**config.mk**
```make
export PLATFORM = sky130hd
export DESIGN_NAME = fsia_top
export DESIGN_NICKNAME = d
export VERILOG_FILES = /design/src/fsia_pkg.sv /design/src/fsia_evt_if.sv /design/src/fsia_flags.sv /design/src/fsia_top.sv
export SDC_FILE = /design/constraint.sdc
export NUM_CORES = 1
export LEC_CHECK = 0
export BUFFER_PORTS_ARGS = -buffer_cell sky130_fd_sc_hd__buf_2
export CAP_MARGIN = 15
export CORE_MARGIN = 4
export CORE_UTILIZATION = 49
export CTS_CLUSTER_SIZE = 40
export DETAILED_ROUTE_END_ITERATION = 12
export GPL_TIMING_DRIVEN = 0
export PLACE_DENSITY = 0.88
export SYNTH_ARGS = -nofsm -noshare
export SYNTH_HDL_FRONTEND = slang
export SYNTH_SLANG_ARGS = --single-unit
```
**constraint.sdc**
```tcl
create_clock -name i_clock -period 1.7 [get_ports i_clock]
set_input_delay 0.17 -clock i_clock [delete_from_list [all_inputs] [get_ports i_clock]]
set_output_delay 0.17 -clock i_clock [all_outputs]
set_load 0.02 [all_outputs]
```
**src/fsia_pkg.sv**
```systemverilog
package fsia_pkg;
    // Register byte addresses on the Wishbone slave.
    localparam logic [3:0] FSIA_ADDR_STATUS = 4'h0;
    localparam logic [3:0] FSIA_ADDR_POINTER = 4'h4;
    localparam logic [3:0] FSIA_ADDR_EXC_MASK = 4'h8;
    // Status word bit positions.
    localparam int FSIA_BIT_INEXACT = 25;
    localparam int FSIA_BIT_ZERO_DIV = 24;
    localparam int FSIA_BIT_ROUND_INC = 23;
    localparam int FSIA_BIT_SUB_IN = 22;
    localparam int FSIA_BIT_SUB_RES = 21;
    localparam int FSIA_BIT_PORT_A = 20;
    localparam int FSIA_BIT_PORT_B = 19;
    localparam int FSIA_BIT_SUMMARY = 18;
    localparam int FSIA_BIT_NO_ORDER = 17;
    localparam int FSIA_BIT_SW_FLAG = 16;
    localparam int FSIA_BIT_HW_EN = 15;
    localparam int FSIA_BIT_SXO = 14;
    localparam int FSIA_BIT_OANZ = 13;
    localparam int FSIA_BIT_SUM_EN = 12;
    localparam int FSIA_BIT_SW_EN = 11;
    localparam int FSIA_BIT_THIRD_GT = 10;
    localparam int FSIA_BIT_THIRD_LT = 9;
    localparam int FSIA_BIT_SECOND_GT = 8;
    localparam int FSIA_BIT_SECOND_LT = 7;
    localparam int FSIA_BIT_FIRST_GT = 6;
    localparam int FSIA_BIT_FIRST_LT = 5;
    localparam int FSIA_BIT_HW_FLAG = 4;
    // Bit 16 of the pointer selects the space.
    localparam int FSIA_BIT_SPACE = 16;
    // Number of exception flags in the summary (bits 19..25).
    localparam int FSIA_NUM_EXC = 7;
    localparam logic [31:0] FSIA_STATUS_RESET = 32'h0000_0000;
    localparam logic [31:0] FSIA_POINTER_RESET = 32'h0000_0000;
    localparam logic [6:0] FSIA_MASK_RESET = 7'h00;
    // Bits of the status word that software may write into the flag storage.
    localparam logic [31:0] FSIA_STATUS_WMASK = 32'h03fb_07f0;
endpackage

```
**src/fsia_evt_if.sv**
```systemverilog
`timescale 1ns/1ps
`default_nettype none
// Event strobes carried from the top into the flag holder.
interface fsia_evt_if;
    logic [6:0] exc_set;
    logic no_order_set;
    logic [5:0] minmax_set;
    logic hw_set;
    modport src (output exc_set, output no_order_set, output minmax_set, output hw_set);
    modport dst (input exc_set, input no_order_set, input minmax_set, input hw_set);
endinterface
`default_nettype wire

```
**src/fsia_flags.sv**
```systemverilog
`timescale 1ns/1ps
`default_nettype none
// Sticky event flags: hardware set wins over a software write.
module fsia_flags (
    input wire logic i_clock,
    input wire logic i_rst,
    fsia_evt_if.dst evt,
    input wire logic i_wr,
    input wire logic [31:0] i_wdata,
    output logic [31:0] o_flags
);
    import fsia_pkg::*;

    logic [31:0] set_vec;
    logic [31:0] flags_reg;
    logic [31:0] flags_next;

    // Event vector placed at each flag's bit position.
    assign set_vec = {6'h00, evt.exc_set, 1'b0, evt.no_order_set, 6'h00,
        evt.minmax_set, evt.hw_set, 4'h0};
    assign flags_next = (i_wr ? (i_wdata & FSIA_STATUS_WMASK) : flags_reg) | set_vec;
    assign o_flags = flags_reg;

    // Flag storage.
    always_ff @(posedge i_clock) begin
        if (i_rst) begin
            flags_reg <= FSIA_STATUS_RESET;
        end else begin
            flags_reg <= flags_next;
        end
    end

    AST_SET_WINS: assert property (@(posedge i_clock) disable iff (i_rst)
        evt.exc_set[0] |=> flags_reg[FSIA_BIT_PORT_B]) else $error("set lost");
endmodule
`default_nettype wire

```
**src/fsia_top.sv**
```systemverilog
`timescale 1ns/1ps
`default_nettype none
// How it works
// - Inexact result sets status bit 25.
// - Zero-divisor invalid multiply sets status bit 24.
// - Rounding that grew the mantissa sets bit 23.
// - Subnormal multiplier input sets bit 22; port bits come from their own inputs.
// - Wrapped multiplier or subnormal ALU output sets bit 21.
// - Negative unsigned integer result also sets bit 21.
// - Special operand on port A sets bit 20, on port B bit 19.
// - Bit 18 is the OR of enabled exception flags.
// - Unordered comparison sets bit 17.
// - Bit 15 enables the hardware pin; bit 4 holds its flag.
// - Bit 14 is sign XOR overflow.
// - Bit 13 is overflow AND not zero.
// - Bit 12 enables summary interrupts; resets to one in coprocessor mode.
// - Bit 11 enables software interrupts; resets to zero.
// - Two-dimensional extremum search sets bit 10 above third max, 9 below min.
// - Extremum search sets bit 8 above second max, 7 below min.
// - Extremum search sets bit 6 above first max, 5 below min.
// - The pointer is loadable and drives indirect move and jump addresses.
// - The pointer clears to zero at reset.
// - Pointer bit 16 picks data or code space, or internal jump.
// - A set mask bit lets its exception reach the summary.
// - Reset clears the status word except the coprocessor summary enable and the compare-derived bits 14 and 13.
module fsia_top (
    input wire logic i_clock,
    input wire logic i_rst,
    input wire logic i_coproc_mode,
    input wire logic i_fast_mode,
    input wire logic i_inexact,
    input wire logic i_mul_invalid,
    input wire logic i_divisor_zero,
    input wire logic i_round_grew,
    input wire logic i_mul_subnormal_in,
    input wire logic i_port_a_special,
    input wire logic i_port_b_special,
    input wire logic i_mul_wrapped,
    input wire logic i_alu_subnormal,
    input wire logic i_int_neg_unsigned,
    input wire logic i_compare_unordered,
    input wire logic i_sign_flag,
    input wire logic i_overflow_flag,
    input wire logic i_zero_flag,
    input wire logic i_minmax_active,
    input wire logic i_minmax_2d,
    input wire logic [5:0] i_minmax_cmp,
    input wire logic i_hw_irq_pin,
    input wire logic i_ptr_load,
    input wire logic [31:0] i_ptr_value,
    input wire logic i_indirect_jump,
    input wire logic i_wb_cyc,
    input wire logic i_wb_stb,
    input wire logic i_wb_we,
    input wire logic [3:0] i_wb_adr,
    input wire logic [3:0] i_wb_sel,
    input wire logic [31:0] i_wb_dat,
    output logic [31:0] o_wb_dat,
    output logic o_wb_ack,
    output logic o_irq_request,
    output logic [15:0] o_mem_address,
    output logic o_mem_data_space,
    output logic o_jump_internal,
    output logic o_flush_zero
);
    import fsia_pkg::*;

    logic [31:0] flags;
    logic [31:0] pointer_reg;
    logic [6:0] mask_reg;
    logic en_hw_reg;
    logic en_sum_reg;
    logic en_sw_reg;
    logic strap_done_reg;
    logic [31:0] rdata_reg;
    logic ack_reg;
    logic irq_reg;
    logic [15:0] addr_reg;
    logic data_space_reg;
    logic jump_int_reg;
    logic flush_reg;
    logic summary;
    logic sxo;
    logic oanz;
    logic [31:0] status_word;
    logic [6:0] exc_set;
    logic [5:0] mm_set;
    logic req;
    logic wr_go;
    logic wr_status;
    logic wr_ptr;
    logic wr_mask;
    logic [31:0] wmerge;
    logic [31:0] rd_mux;
    logic irq_next;
    logic hit_status;
    logic hit_ptr;
    logic hit_mask;

    fsia_evt_if evt_bus();

    // Byte-lane merge of write data over an old value.
    function automatic logic [31:0] fsia_merge(input logic [31:0] old_v,
        input logic [31:0] new_v, input logic [3:0] sel);
        logic [31:0] r;
        r = old_v;
        for (int i = 0; i < 4; i++) begin
            if (sel[i]) begin
                r[i*8 +: 8] = new_v[i*8 +: 8];
            end
        end
        return r;
    endfunction

    // Register select: true when the byte address names the given register.
    function automatic logic fsia_hit(input logic [3:0] adr, input logic [3:0] off);
        return adr == off;
    endfunction

    // Exception event decode, bit 0 = port B up to bit 6 = inexact.
    assign exc_set[6] = i_inexact;
    assign exc_set[5] = i_mul_invalid & i_divisor_zero;
    assign exc_set[4] = i_round_grew;
    assign exc_set[3] = i_mul_subnormal_in;
    assign exc_set[2] = i_mul_wrapped | i_alu_subnormal | i_int_neg_unsigned;
    assign exc_set[1] = i_port_a_special;
    assign exc_set[0] = i_port_b_special;
    // Extremum flags; the third-coordinate pair only in two-dimensional search.
    assign mm_set = i_minmax_active ?
        (i_minmax_cmp & {i_minmax_2d, i_minmax_2d, 4'hf}) : 6'h00;
    assign evt_bus.exc_set = exc_set;
    assign evt_bus.no_order_set = i_compare_unordered;
    assign evt_bus.minmax_set = mm_set;
    assign evt_bus.hw_set = i_hw_irq_pin & en_hw_reg;

    // Bus decode; a request is answered one edge after it is taken.
    assign req = i_wb_cyc & i_wb_stb & ~ack_reg;
    // A write takes effect at the edge at which the master samples ack high.
    assign wr_go = i_wb_cyc & i_wb_stb & i_wb_we & ack_reg;
    assign hit_status = fsia_hit(i_wb_adr, FSIA_ADDR_STATUS);
    assign hit_ptr = fsia_hit(i_wb_adr, FSIA_ADDR_POINTER);
    assign hit_mask = fsia_hit(i_wb_adr, FSIA_ADDR_EXC_MASK);
    assign wr_status = wr_go & hit_status;
    assign wr_ptr = wr_go & hit_ptr;
    assign wr_mask = wr_go & hit_mask;
    assign wmerge = fsia_merge(status_word, i_wb_dat, i_wb_sel);

    fsia_flags u_flags (
        .i_clock(i_clock),
        .i_rst(i_rst),
        .evt(evt_bus),
        .i_wr(wr_status),
        .i_wdata(wmerge),
        .o_flags(flags)
    );

    // Summary and compare-derived bits.
    assign summary = |(flags[25:19] & mask_reg);
    assign sxo = i_sign_flag ^ i_overflow_flag;
    assign oanz = i_overflow_flag & ~i_zero_flag;
    always_comb begin
        status_word = flags;
        status_word[FSIA_BIT_SUMMARY] = summary;
        status_word[FSIA_BIT_HW_EN] = en_hw_reg;
        status_word[FSIA_BIT_SXO] = sxo;
        status_word[FSIA_BIT_OANZ] = oanz;
        status_word[FSIA_BIT_SUM_EN] = en_sum_reg;
        status_word[FSIA_BIT_SW_EN] = en_sw_reg;
        status_word[3:0] = 4'h0;
    end

    assign rd_mux = hit_status ? status_word :
        hit_ptr ? pointer_reg :
        hit_mask ? {25'h0000000, mask_reg} : 32'h0000_0000;
    assign irq_next = (summary & en_sum_reg) | (flags[FSIA_BIT_SW_FLAG] & en_sw_reg)
        | (flags[FSIA_BIT_HW_FLAG] & en_hw_reg);

    // Enable bits; summary enable caught from the mode strap after reset.
    always_ff @(posedge i_clock) begin
        if (i_rst) begin
            en_hw_reg <= 1'b0;
            en_sum_reg <= 1'b0;
            en_sw_reg <= 1'b0;
            strap_done_reg <= 1'b0;
        end else begin
            strap_done_reg <= 1'b1;
            if (wr_status) begin
                en_hw_reg <= wmerge[FSIA_BIT_HW_EN];
                en_sum_reg <= wmerge[FSIA_BIT_SUM_EN];
                en_sw_reg <= wmerge[FSIA_BIT_SW_EN];
            end else if (!strap_done_reg) begin
                en_sum_reg <= i_coproc_mode;
            end
        end
    end

    // Pointer and exception mask.
    always_ff @(posedge i_clock) begin
        if (i_rst) begin
            pointer_reg <= FSIA_POINTER_RESET;
            mask_reg <= FSIA_MASK_RESET;
        end else begin
            if (wr_ptr) begin
                pointer_reg <= fsia_merge(pointer_reg, i_wb_dat, i_wb_sel);
            end else if (i_ptr_load) begin
                pointer_reg <= i_ptr_value;
            end
            if (wr_mask) begin
                mask_reg <= i_wb_dat[6:0];
            end
        end
    end

    // Bus answer and registered outputs.
    always_ff @(posedge i_clock) begin
        if (i_rst) begin
            ack_reg <= 1'b0;
            rdata_reg <= 32'h0000_0000;
            irq_reg <= 1'b0;
            addr_reg <= 16'h0000;
            data_space_reg <= 1'b0;
            jump_int_reg <= 1'b0;
            flush_reg <= 1'b0;
        end else begin
            ack_reg <= req;
            rdata_reg <= req ? rd_mux : 32'h0000_0000;
            irq_reg <= irq_next;
            addr_reg <= pointer_reg[15:0];
            data_space_reg <= ~i_indirect_jump & pointer_reg[FSIA_BIT_SPACE];
            jump_int_reg <= i_indirect_jump & pointer_reg[FSIA_BIT_SPACE];
            flush_reg <= i_fast_mode & exc_set[2];
        end
    end

    assign o_wb_ack = ack_reg;
    assign o_wb_dat = rdata_reg;
    assign o_irq_request = irq_reg;
    assign o_mem_address = addr_reg;
    assign o_mem_data_space = data_space_reg;
    assign o_jump_internal = jump_int_reg;
    assign o_flush_zero = flush_reg;

    // Each event sets its sticky flag at the next edge; in fast mode a subnormal ALU result also raises the flush.
    AST_INEXACT: assert property (@(posedge i_clock) disable iff (i_rst)
        i_inexact |=> flags[FSIA_BIT_INEXACT])
        else $error("inexact not set");
    AST_DIV_ZERO: assert property (@(posedge i_clock) disable iff (i_rst)
        (i_mul_invalid && i_divisor_zero) |=> flags[FSIA_BIT_ZERO_DIV])
        else $error("zero divisor not set");
    AST_ROUND_INC: assert property (@(posedge i_clock) disable iff (i_rst)
        i_round_grew |=> flags[FSIA_BIT_ROUND_INC])
        else $error("round increment not set");
    AST_SUB_IN: assert property (@(posedge i_clock) disable iff (i_rst)
        i_mul_subnormal_in |=> flags[FSIA_BIT_SUB_IN])
        else $error("subnormal input not set");
    AST_WRAP_RES: assert property (@(posedge i_clock) disable iff (i_rst)
        (i_mul_wrapped || i_alu_subnormal) |=> flags[FSIA_BIT_SUB_RES])
        else $error("wrapped result not flagged");
    AST_FLUSH: assert property (@(posedge i_clock) disable iff (i_rst)
        (i_fast_mode && i_alu_subnormal) |=> o_flush_zero)
        else $error("flush missing in fast mode");
    AST_SUB_RES: assert property (@(posedge i_clock) disable iff (i_rst)
        i_int_neg_unsigned |=> flags[FSIA_BIT_SUB_RES])
        else $error("subnormal result not set");
    AST_PORT_A: assert property (@(posedge i_clock) disable iff (i_rst)
        i_port_a_special |=> flags[FSIA_BIT_PORT_A])
        else $error("port A indicator not set");
    AST_PORT_B: assert property (@(posedge i_clock) disable iff (i_rst)
        i_port_b_special |=> flags[FSIA_BIT_PORT_B])
        else $error("port B indicator not set");
    AST_NO_ORDER: assert property (@(posedge i_clock) disable iff (i_rst)
        i_compare_unordered |=> flags[FSIA_BIT_NO_ORDER])
        else $error("no order not set");

    // The summary follows the enabled flags only.
    AST_SUMMARY_ON: assert property (@(posedge i_clock) disable iff (i_rst)
        (flags[FSIA_BIT_INEXACT] && mask_reg[6]) |-> status_word[FSIA_BIT_SUMMARY])
        else $error("summary missing");
    AST_SUMMARY_OFF: assert property (@(posedge i_clock) disable iff (i_rst)
        (mask_reg == 7'h00) |-> !status_word[FSIA_BIT_SUMMARY])
        else $error("summary without enabled flag");

    // The pin flag is taken only while its enable is set.
    AST_HW_SET: assert property (@(posedge i_clock) disable iff (i_rst)
        (i_hw_irq_pin && en_hw_reg) |=> flags[FSIA_BIT_HW_FLAG])
        else $error("pin flag not set");
    AST_HW_MASKED: assert property (@(posedge i_clock) disable iff (i_rst)
        (!en_hw_reg && !wr_status && !flags[FSIA_BIT_HW_FLAG]) |=> !flags[FSIA_BIT_HW_FLAG])
        else $error("pin flag set while disabled");

    // Compare-derived bits follow their inputs in the same cycle.
    AST_SXO: assert property (@(posedge i_clock) disable iff (i_rst)
        status_word[FSIA_BIT_SXO] == (i_sign_flag ^ i_overflow_flag))
        else $error("sign xor overflow wrong");
    AST_OANZ: assert property (@(posedge i_clock) disable iff (i_rst)
        status_word[FSIA_BIT_OANZ] == (i_overflow_flag && !i_zero_flag))
        else $error("overflow and nonzero wrong");

    // Enables after reset: summary enable from the strap, the others cleared.
    AST_STRAP: assert property (@(posedge i_clock) disable iff (i_rst)
        (!strap_done_reg && !wr_status) |=> (en_sum_reg == $past(i_coproc_mode)))
        else $error("summary enable strap wrong");
    AST_EN_RESET: assert property (@(posedge i_clock)
        i_rst |=> (!en_sw_reg && !en_hw_reg))
        else $error("enable not cleared by reset");

    // Extremum flags; the third pair only in two-dimensional search.
    AST_THIRD_1D: assert property (@(posedge i_clock) disable iff (i_rst)
        (!i_minmax_2d && !wr_status && !flags[FSIA_BIT_THIRD_GT]) |=> !flags[FSIA_BIT_THIRD_GT])
        else $error("third set in 1-D");
    AST_THIRD_2D: assert property (@(posedge i_clock) disable iff (i_rst)
        (i_minmax_active && i_minmax_2d && i_minmax_cmp[5]) |=> flags[FSIA_BIT_THIRD_GT])
        else $error("third above max not set");
    AST_SECOND: assert property (@(posedge i_clock) disable iff (i_rst)
        (i_minmax_active && i_minmax_cmp[3]) |=> flags[FSIA_BIT_SECOND_GT])
        else $error("second above max not set");
    AST_FIRST: assert property (@(posedge i_clock) disable iff (i_rst)
        (i_minmax_active && i_minmax_cmp[0]) |=> flags[FSIA_BIT_FIRST_LT])
        else $error("first below min not set");

    // Pointer load, reset and space decoding.
    AST_PTR_LOAD: assert property (@(posedge i_clock) disable iff (i_rst)
        (i_ptr_load && !wr_ptr) ##1 !(i_ptr_load || wr_ptr) |=> (o_mem_address == $past(i_ptr_value[15:0], 2)))
        else $error("pointer address wrong");
    AST_PTR_RESET: assert property (@(posedge i_clock)
        i_rst |=> (pointer_reg == FSIA_POINTER_RESET))
        else $error("pointer not cleared by reset");
    AST_SPACE: assert property (@(posedge i_clock) disable iff (i_rst)
        (pointer_reg[FSIA_BIT_SPACE] && !i_indirect_jump) |=> o_mem_data_space)
        else $error("data space not selected");
    AST_JUMP_INT: assert property (@(posedge i_clock) disable iff (i_rst)
        (pointer_reg[FSIA_BIT_SPACE] && i_indirect_jump) |=> o_jump_internal)
        else $error("internal jump not selected");

    // Status word after reset and its reserved bits.
    AST_STATUS_RESET: assert property (@(posedge i_clock)
        i_rst |=> (flags == FSIA_STATUS_RESET))
        else $error("status not cleared by reset");
    AST_RESERVED: assert property (@(posedge i_clock) disable iff (i_rst)
        status_word[3:0] == 4'h0)
        else $error("reserved bits set");

    // Interrupt request from a flag with its enable.
    AST_IRQ: assert property (@(posedge i_clock) disable iff (i_rst)
        (flags[FSIA_BIT_SW_FLAG] && en_sw_reg) |=> o_irq_request)
        else $error("irq missing");
    AST_IRQ_HW: assert property (@(posedge i_clock) disable iff (i_rst)
        (flags[FSIA_BIT_HW_FLAG] && en_hw_reg) |=> o_irq_request)
        else $error("pin irq missing");
endmodule
`default_nettype wire

```
==> results.py, run 1 <==
metrics = {
    "logic_synthesis": {
        "synth_compound_area_share_pct": 17.8,
        "ys_ff_latch": 112,
        "yosys.area_share.simple_pct": 20.1,
        "yosysSeqAreaShare_pct": 52.0,
        "ys_types": 44,
        "synth_top_family_by_area": "simple AND/OR/NAND/NOR gates",
        "syn-num-nets": 556,
        "synth.avg_cell_area_um2": 9.53,
        "synth_adder_area_share_pct": 0,
        "muxShareOfSynthArea_pct": 3.25,
        "ys_warn_count": 0,
        "synth_edf_count": 0,
        "syn_inst": 452,
        "syn_area_um2": 4310,
        "synth_ff_type": "dfxtp_1",
        "synth_xor_area_share_pct": 0.203,
        "ys_async_sr_fraction_pct": 0,
    },
    "route": {
        "drc": 0,
        "viasPerCell": 6.03,
        "dr.pass1.iters": 8,
        "final_antenna_net_count": 0,
        "routedWlPerCell_um": 20.7,
        "drtIter0Drc": 417,
        "wirelength_mm": 15.3,
        "num_vias": 4450,
    },
    "floorplanning": {
        "die_y_um": 102,
        "num_io_pins": 157,
        "core_um2": 8380,
        "die_area_um2": 10400,
        "start_util_pct": 51.4,
        "fp.dieW_um": 102,
        "rows": 33,
    },
    "placement": {
        "gp_congestion": 0.935,
        "port_buffers": 155,
        "dp_cells": 712,
        "place_ws_ns": -0.449,
        "dpl.hpwl_mm": 10.4,
    },
    "finish": {
        "diodes": 0,
        "stdcell_count": 738,
        "drive_gt1_share_pct": 37.6,
        "nNetsFinal": 733,
        "area_delta_synth_final_pct": 36.2,
    },
    "clock_network": {
        "clock-sinks": 112,
        "cts-root-buf": "clkbuf_8",
        "clk_latency_ns": 0.37,
        "cts-buffers-inserted": 9,
        "clockBufferDepth": 2,
        "cts_tree": "built",
        "clkTransAtPathRegs_ns": 0.09,
        "ctsHtreeMaxLevel": 3,
    },
    "sta": {
        "setup_ws_ns": 0.00455,
        "max_freq_mhz": 590,
        "finalMaxSlewViolations": 0,
        "clock_skew_ns": 0.00958,
        "finalCritPeriodShare_pct": 99.7,
        "worst_pin_slew_ns": 1.08,
        "whs_ns": 0.0405,
        "rsz0062_at_grt": "yes",
        "setup_violations": 0,
        "relSlewSlack_pct": 28.3,
        "min_period_ns": 1.70,
        "hold_viol": 0,
    },
    "global_route": {
        "grt_overflow": 0,
        "grt_pass1_wl_mm": 21.5,
        "grt_pass1_vias": 4261,
        "grt_antenna_before_repair": 0,
        "grtUsageTotal_pct": 27.3,
        "grt_max_degree": 17,
    },
    "pwr": {
        "power_density_nw_per_um2": 810,
        "p_leak_uw": 0.00245,
        "irDropWorstVdd_mv": 0.552,
    },
    "critical_path": {
        "required_ns": 1.91,
        "critPathArrivalTime_ns": 1.90,
        "cpMaxStageDelayCell": "a21oi_4",
        "critPathLaunchType": "flop",
        "crit_type": "reg2reg",
        "cpPeakStageDelay_ns": 0.42,
        "cp_cell_sequence": "and4_1, buf_6, and2_4, buf_12, a21oi_4, a2111oi_2",
        "cp_max_fo": 8,
        "cp-end-kind": "flop",
    },
    "hold_path": {
        "hold_class": "in2reg",
    },
    "outcome": {
        "outcome": "complete, no violations",
    },
    "flow_run": {
        "maxCapViolations": 0,
    },
}
cells in the mapped netlist, drive strengths merged, types with 5 or more instances:
library cell | number | area share (%)
dfxtp | 112 | 52
nor3 | 56 | 6.9
inv | 40 | 3.5
nor2 | 40 | 3.9
a2111oi | 23 | 5.1
nand2 | 19 | 1.7
a22o | 18 | 3.7
a21oi | 16 | 2.3
clkbuf | 15 | 1.3
nor3b | 15 | 2.6
mux2i | 14 | 3.3
buf | 13 | 1.9
nand2b | 11 | 1.6
o21ai | 10 | 1.2
a221oi | 9 | 1.8
a22oi | 6 | 1.0
nor4 | 6 | 1.0
o22ai | 6 | 0.87
a222oi | 5 | 1.2
cells by family (layout without fill, tap and decap cells):
logic type,count (synthesis),in the layout
AO/OA/AOI/OAI,96,96
XOR/XNOR,1,1
AND/OR/NAND/NOR,161,161
flip-flops,112,112
buffers and inverters,68,249
multiplexers,14,14
stage by stage:
step | total power, uW | cell area, um^2 | utilization, % | TNS, ns
2_1_floorplan | 3070 | 4310 | - | 0
3_3_place_gp | 3310 | 5220 | 62.2 | -7.57
5_1_grt | 4910 | 5870 | 70.0 | -0.869
4_1_cts | 4660 | 5450 | 65.0 | -0.00171
6_report | 4760 | 5870 | 70.0 | 0
3_5_place_dp | 3330 | 5220 | 62.2 | -12.07
power breakdown:
group          total, uW  internal (uW)  switching (uW)
combinational        603            252             351
sequential          2790           2730            59.1
clock               1370            526             843
total               4760           3500            1250
final cells by class:
| type | instances | area, um^2 |
|---|---|---|
| fill | 667 | 2510 |
| timing repair buffer | 166 | 898 |
| multi-input combinational | 272 | 2100 |
| buffer | 28 | 189 |
| clock buffer | 12 | 135 |
| tap | 105 | 131 |
| inverter | 40 | 150 |
| clock inverter | 3 | 20.0 |
| sequential | 112 | 2240 |
cells in the final DEF (no fill, tap or decap), drive strengths merged, types with 14 or more instances in the layout:
| cell type | instances |
|---|---|
| nor3b | 15 |
| a21oi | 16 |
| buf | 177 |
| a2111oi | 23 |
| nor3 | 56 |
| nor2 | 40 |
| dfxtp | 112 |
| a22o | 18 |
| clkbuf | 28 |
| mux2i | 14 |
| nand2 | 19 |
| inv | 40 |
worst max-delay path, delay by kind of cell (launching register included):
kind	cells	cell delay, ns
compound gates	2	0.56
flops	1	0.35
simple gates	2	0.34
buf+inv	2	0.29
layer usage:
layer	track usage, %	wire length (um)	vias up
met5	0	0	-
met4	13.0	593	0
met3	4.41	1740	61
met2	44.3	7280	334
met1	35.4	5670	2071
li1	-	-	1984
worst paths after layout:
check	startpoint	endpoint	slack, ns	cells past startpoint
worst min register to register	pointer_reg[9]	o_mem_address[9]	0.47	2
worst max-delay path	o_wb_ack	pointer_reg[25]	0.005	6
worst min-delay path	i_inexact	u_flags.o_flags[25]	0.04	3
worst max register to register	o_wb_ack	pointer_reg[25]	0.005	6
repair_timing:
| item | in CTS | in global routing |
|---|---|---|
| resized for setup | 18 | 64 |
| endpoints found under the hold margin | 1 | 0 |
| hold buffers | 1 | 0 |
| endpoints found under the setup margin | 48 | 33 |
| pin swaps | 4 | 17 |
| cloned | 1 | 1 |
| setup buffers | 1 | 7 |
Note: power is estimated with default switching activity, not from simulation.
==> run 2, diff against run 1 <==
==> constraint.sdc (replaced) <==
create_clock -name i_clock -period 1.7 [get_ports i_clock]
set_input_delay 0.34 -clock i_clock [delete_from_list [all_inputs] [get_ports i_clock]]
set_output_delay 0.34 -clock i_clock [all_outputs]
set_load 0.02 [all_outputs]
==> run 2 against run 1 <==
Net effect:
- the flow now finishes with violations (setup timing)
- via count fell by 0.40%
- clock power about the same
- sequential share of layout area rose by 0.81 points
- first-iteration DRC count shrank 27%
- highest routed layer unchanged
- count of clock-buffer cells in the layout is the same
- utilization fell by 1.4 points
- design area shrank 2.1%
- critical path type unchanged
- wire length fell by 1.8%
- hold slack better by 0.088 ns
- sequential power about the same
==> results.py, run 2 (synthesized netlist as in run 1, its figures left out) <==
metrics = {
    "critical_path": {
        "crit_family": "buffers and inverters",
        "cp-end-kind": "flop",
        "cpMaxStageDelayCell": "dfxtp_2",
        "critPathArrivalTime_ns": 1.96,
        "reg2reg_depth": 7,
        "crit_cells": 7,
        "required_ns": 1.92,
        "cp_cell_sequence": "and4_1, buf_6, buf_4, and2_1, buf_2, mux2i_1, nor2_1",
        "cp_max_fo": 7,
        "cpPeakStageDelay_ns": 0.37,
        "crit_type": "reg2reg",
        "critPathLaunchType": "flop",
        "worst-path-buf-inv": 3,
    },
    "pwr": {
        "p_seq_share_pct": 58.8,
        "swShare_pct": 26.2,
        "power.internal_uw": 3490,
        "p_leak_uw": 0.00244,
        "combPwrFrac_pct": 12.1,
        "irDropWorstVdd_mv": 0.446,
        "power_frac_clock_pct": 29.1,
        "power_density_nw_per_um2": 824,
        "switchingPower_uw": 1240,
    },
    "finish": {
        "multi_input_area_um2": 1990,
        "utilization_pct": 68.6,
        "diodes": 0,
        "area_delta_synth_final_pct": 33.4,
        "drive_gt1_share_pct": 36.6,
        "final_cell_mix": "buf_2 (159), dfxtp_1 (111), nor3_1 (54)",
        "nFillCells": 679,
        "final_cell_area_um2": 5750,
        "nNetsFinal": 734,
        "final_common_cell": "buf_2",
        "seq_area_um2": 2240,
    },
    "outcome": {
        "violations": "setup timing",
        "outcome": "finished with violations",
    },
    "global_route": {
        "grt_max_degree": 17,
        "grt_antenna_before_repair": 0,
        "grt_overflow": 0,
        "grtUsageTotal_pct": 27.6,
        "grt_pass1_wl_mm": 21.7,
        "grt_pass1_vias": 4336,
    },
    "floorplanning": {
        "num_io_pins": 157,
        "die_area_um2": 10400,
        "start_util_pct": 51.4,
        "fp.dieW_um": 102,
        "core_um2": 8380,
        "rows": 33,
        "die_y_um": 102,
    },
    "placement": {
        "port_buffers": 155,
        "place_ws_ns": -0.619,
        "gp_congestion": 0.935,
        "dpl.hpwl_mm": 10.4,
        "place_area_um2": 5220,
    },
    "sta": {
        "whs_ns": 0.128,
        "relSlewSlack_pct": 39.9,
        "hold_viol": 0,
        "rsz0062_at_grt": "yes",
        "setup_violations": 5,
        "finalCritPeriodShare_pct": 102,
        "finalMaxSlewViolations": 0,
        "max_freq_mhz": 575,
        "worst_pin_slew_ns": 0.902,
        "setup_ws_ns": -0.0406,
        "clock_skew_ns": 0.00801,
        "min_period_ns": 1.74,
    },
    "hold_path": {
        "holdPathStages": 2,
        "hold_class": "in2reg",
    },
    "clock_network": {
        "cts_tree": "built",
        "clockBufferDepth": 2,
        "cts-buffers-inserted": 9,
        "clkTransAtPathRegs_ns": 0.10,
        "clk_latency_ns": 0.36,
        "ctsHtreeMaxLevel": 3,
        "cts-root-buf": "clkbuf_8",
        "clock-sinks": 112,
        "cts_hold_buf": 0,
    },
    "route": {
        "wirelength_mm": 15.0,
        "drc": 0,
        "num_vias": 4432,
        "viasPerCell": 6.00,
        "dr.pass1.iters": 5,
        "drtIter0Drc": 303,
        "routedWlPerCell_um": 20.3,
        "final_antenna_net_count": 0,
    },
    "flow_run": {
        "maxCapViolations": 0,
    },
}
==> run 2: per-stage QoR <==
stage                     power (uW)  cells  TNS [ns]
after floorplan                 3070    452         0
after global placement          3310    712    -18.24
after detailed placement        3330    712    -23.74
after CTS                       4660    733   -0.0174
after global routing            4890    739    -0.864
final                           4730    739   -0.0965
==> run 2: path summary, 6_finish.rpt <==
check             startpoint                end  slack (ns)
min reg2reg  pointer_reg[12]  o_mem_address[12]        0.46
max reg2reg         o_wb_ack        mask_reg[5]       -0.04
max                 o_wb_ack        mask_reg[5]       -0.04
min          i_indirect_jump   o_mem_data_space        0.13
==> run 2: power groups by stage <==
| stage | Clock (uW) | Combinational, uW | Sequential (uW) |
|---|---|---|---|
| after global routing | 1480 | 615 | 2790 |
| final | 1380 | 573 | 2780 |
| after floorplan | 0 | 217 | 2860 |
| after global placement | 0 | 474 | 2830 |
| after CTS | 1380 | 506 | 2780 |
| after detailed placement | 0 | 488 | 2840 |
==> run 2: repair_timing <==
item | 4_1_cts | 5_1_grt
endpoints found under the setup margin | 52 | 50
buffers inserted | 4 | 6
gates cloned | 2 | 0
gates resized for setup | 24 | 37
pin swaps | 6 | 9
==> run 2: cell type report <==
cell class	instances	share of cell area [%]
plain buffers	28	3.16
clock buffers	12	2.35
clock inverters	3	0.348
inverters	40	2.61
multi-input cells	272	34.5
flip-flops and latches	112	39.0
well taps	105	2.29
repair buffers	167	15.7
==> run 2: routing by layer <==
metal | up-vias | GRT usage [%] | wire (um)
li1 | 1987 | - | -
met1 | 2040 | 34.6 | 5620
met2 | 341 | 44.7 | 7020
met3 | 64 | 5.44 | 1730
met4 | 0 | 14.6 | 642
met5 | - | 0 | 0
==> run 3, diff against run 2 <==
MAX_ROUTING_LAYER = met4   (was unset)
==> run 3 against run 2 <==
Net effect:
- the run still ends with setup timing left
- die area stayed put
- utilization is 1.0 points higher
- sequential share of layout area is 0.57 points lower
- via count is 0.93% lower
- critical path type unchanged
- critical endpoint is now pointer_reg[1]
- highest routed layer unchanged
==> results.py, run 3 (synthesized netlist as in run 1, its figures left out) <==
metrics = {
    "pwr": {
        "combPwrFrac_pct": 11.5,
        "power_frac_clock_pct": 31.9,
        "irDropWorstVdd_mv": 0.485,
        "swShare_pct": 25.9,
        "power_density_nw_per_um2": 843,
        "switchingPower_uw": 1270,
        "finalPower_uw": 4920,
        "power.internal_uw": 3640,
        "p_seq_share_pct": 56.6,
        "p_leak_uw": 0.00246,
    },
    "sta": {
        "finalMaxSlewViolations": 0,
        "clock_skew_ns": 0.00953,
        "hold_viol": 0,
        "relSlewSlack_pct": 33.9,
        "min_period_ns": 1.73,
        "whs_ns": 0.130,
        "setup_ws_ns": -0.0314,
        "rsz0062_at_grt": "yes",
        "finalCritPeriodShare_pct": 102,
        "max_freq_mhz": 578,
        "setup_violations": 1,
        "worst_pin_slew_ns": 0.992,
    },
    "global_route": {
        "grtUsageTotal_pct": 27.8,
        "grt_pass1_wl_mm": 21.3,
        "top_usage_layer": "met2",
        "grt_max_degree": 19,
        "grt_overflow": 0,
        "gr-usage-met3_pct": 4.89,
        "grt_pass1_vias": 4260,
        "grt_antenna_before_repair": 0,
        "use_met1_pct": 34.4,
        "grt.met2_usage_pct": 44.2,
    },
    "finish": {
        "utilization_pct": 69.6,
        "drive_gt1_share_pct": 37.8,
        "final_common_cell": "buf_2",
        "diodes": 0,
        "area_delta_synth_final_pct": 35.4,
        "final_cell_mix": "buf_2 (157), dfxtp_1 (111), nor3_1 (48)",
        "nNetsFinal": 733,
    },
    "placement": {
        "dpl.hpwl_mm": 10.3,
        "gp_congestion": 0.948,
        "port_buffers": 155,
    },
    "critical_path": {
        "critPathLaunchType": "flop",
        "cp-end-kind": "flop",
        "critPathArrivalTime_ns": 1.98,
        "required_ns": 1.95,
        "reg2reg_depth": 7,
        "cp_max_fo": 10,
        "crit_type": "reg2reg",
    },
    "clock_network": {
        "clockBufferDepth": 2,
        "clkTransAtPathRegs_ns": 0.10,
        "cts-root-buf": "clkbuf_8",
        "clk_latency_ns": 0.37,
        "ctsHtreeMaxLevel": 3,
        "cts_hold_buf": 0,
        "cts_tree": "built",
        "cts-buffers-inserted": 9,
        "clock-sinks": 112,
    },
    "route": {
        "num_vias": 4391,
        "drtIter0Drc": 273,
        "dr.pass1.iters": 8,
        "wirelength_mm": 14.6,
        "drc": 0,
        "routedWlPerCell_um": 19.8,
        "viasPerCell": 5.95,
        "final_antenna_net_count": 0,
    },
    "floorplanning": {
        "num_io_pins": 157,
        "start_util_pct": 51.4,
        "rows": 33,
        "die_y_um": 102,
        "fp.dieW_um": 102,
        "core_um2": 8380,
        "die_area_um2": 10400,
    },
    "outcome": {
        "violations": "setup timing",
        "outcome": "finished with violations",
    },
    "hold_path": {
        "holdPathStages": 2,
        "hold_class": "in2reg",
    },
    "flow_run": {
        "maxCapViolations": 0,
    },
}
run 3: final timing paths:
| kind | start | endpoint | slack [ns] |
|---|---|---|---|
| max | o_wb_ack | pointer_reg[1] | -0.03 |
| min reg2reg | pointer_reg[26] | o_wb_dat[26] | 0.46 |
| min | i_indirect_jump | o_mem_data_space | 0.13 |
| max reg2reg | o_wb_ack | pointer_reg[1] | -0.03 |
run 3: final cells by class:
type                       instances  area (um^2)
tap                              105          131
clock buffer                       9          124
timing repair buffer             166          901
sequential                       112         2240
inverter                          40          150
buffer                            28          180
multi-input combinational        272         2030
clock inverter                     6         70.1
fill                             651         2550
run 3: per-stage QoR:
| stage | setup slack, ns | cells | area, um^2 | setup TNS [ns] |
|---|---|---|---|---|
| floorplan | 0.000950 | 452 | 4310 | 0 |
| global placement | -0.525 | 712 | 5220 | -18.82 |
| detailed placement | -0.569 | 712 | 5220 | -23.15 |
| CTS | 0.00332 | 731 | 5490 | 0 |
| global route | -0.0537 | 738 | 5830 | -0.539 |
| finish | -0.0314 | 738 | 5830 | -0.0314 |
run 3: power by group through the flow:
stage,registers (uW),clock network (uW),logic [uW]
6_report,2780,1570,567
5_1_grt,2790,1670,612
4_1_cts,2780,1570,499
3_5_place_dp,2840,0,487
3_3_place_gp,2830,0,474
2_1_floorplan,2860,0,217
run 3: critical path, cell delays in order (launching register included):
cell	delay (ns)
dfxtp_2	0.36
and4_1	0.21
buf_6	0.14
and2_4	0.17
buf_8	0.15
buf_6	0.16
nor3_1	0.06
a2111oi_1	0.36
run 3: metal layers:
metal  vias to the layer above  part of all wire (%)
met2                       295                    48
met3                        46                    11
met5                         -                     0
met1                      2064                    38
li1                       1986                     -
met4                         0                   3.4
run 3: repair_timing:
action,4_1_cts,5_1_grt
buffers inserted,3,5
endpoints found under the setup margin,57,29
cloned,1,2
pin swaps,3,14
gates resized for setup,16,56
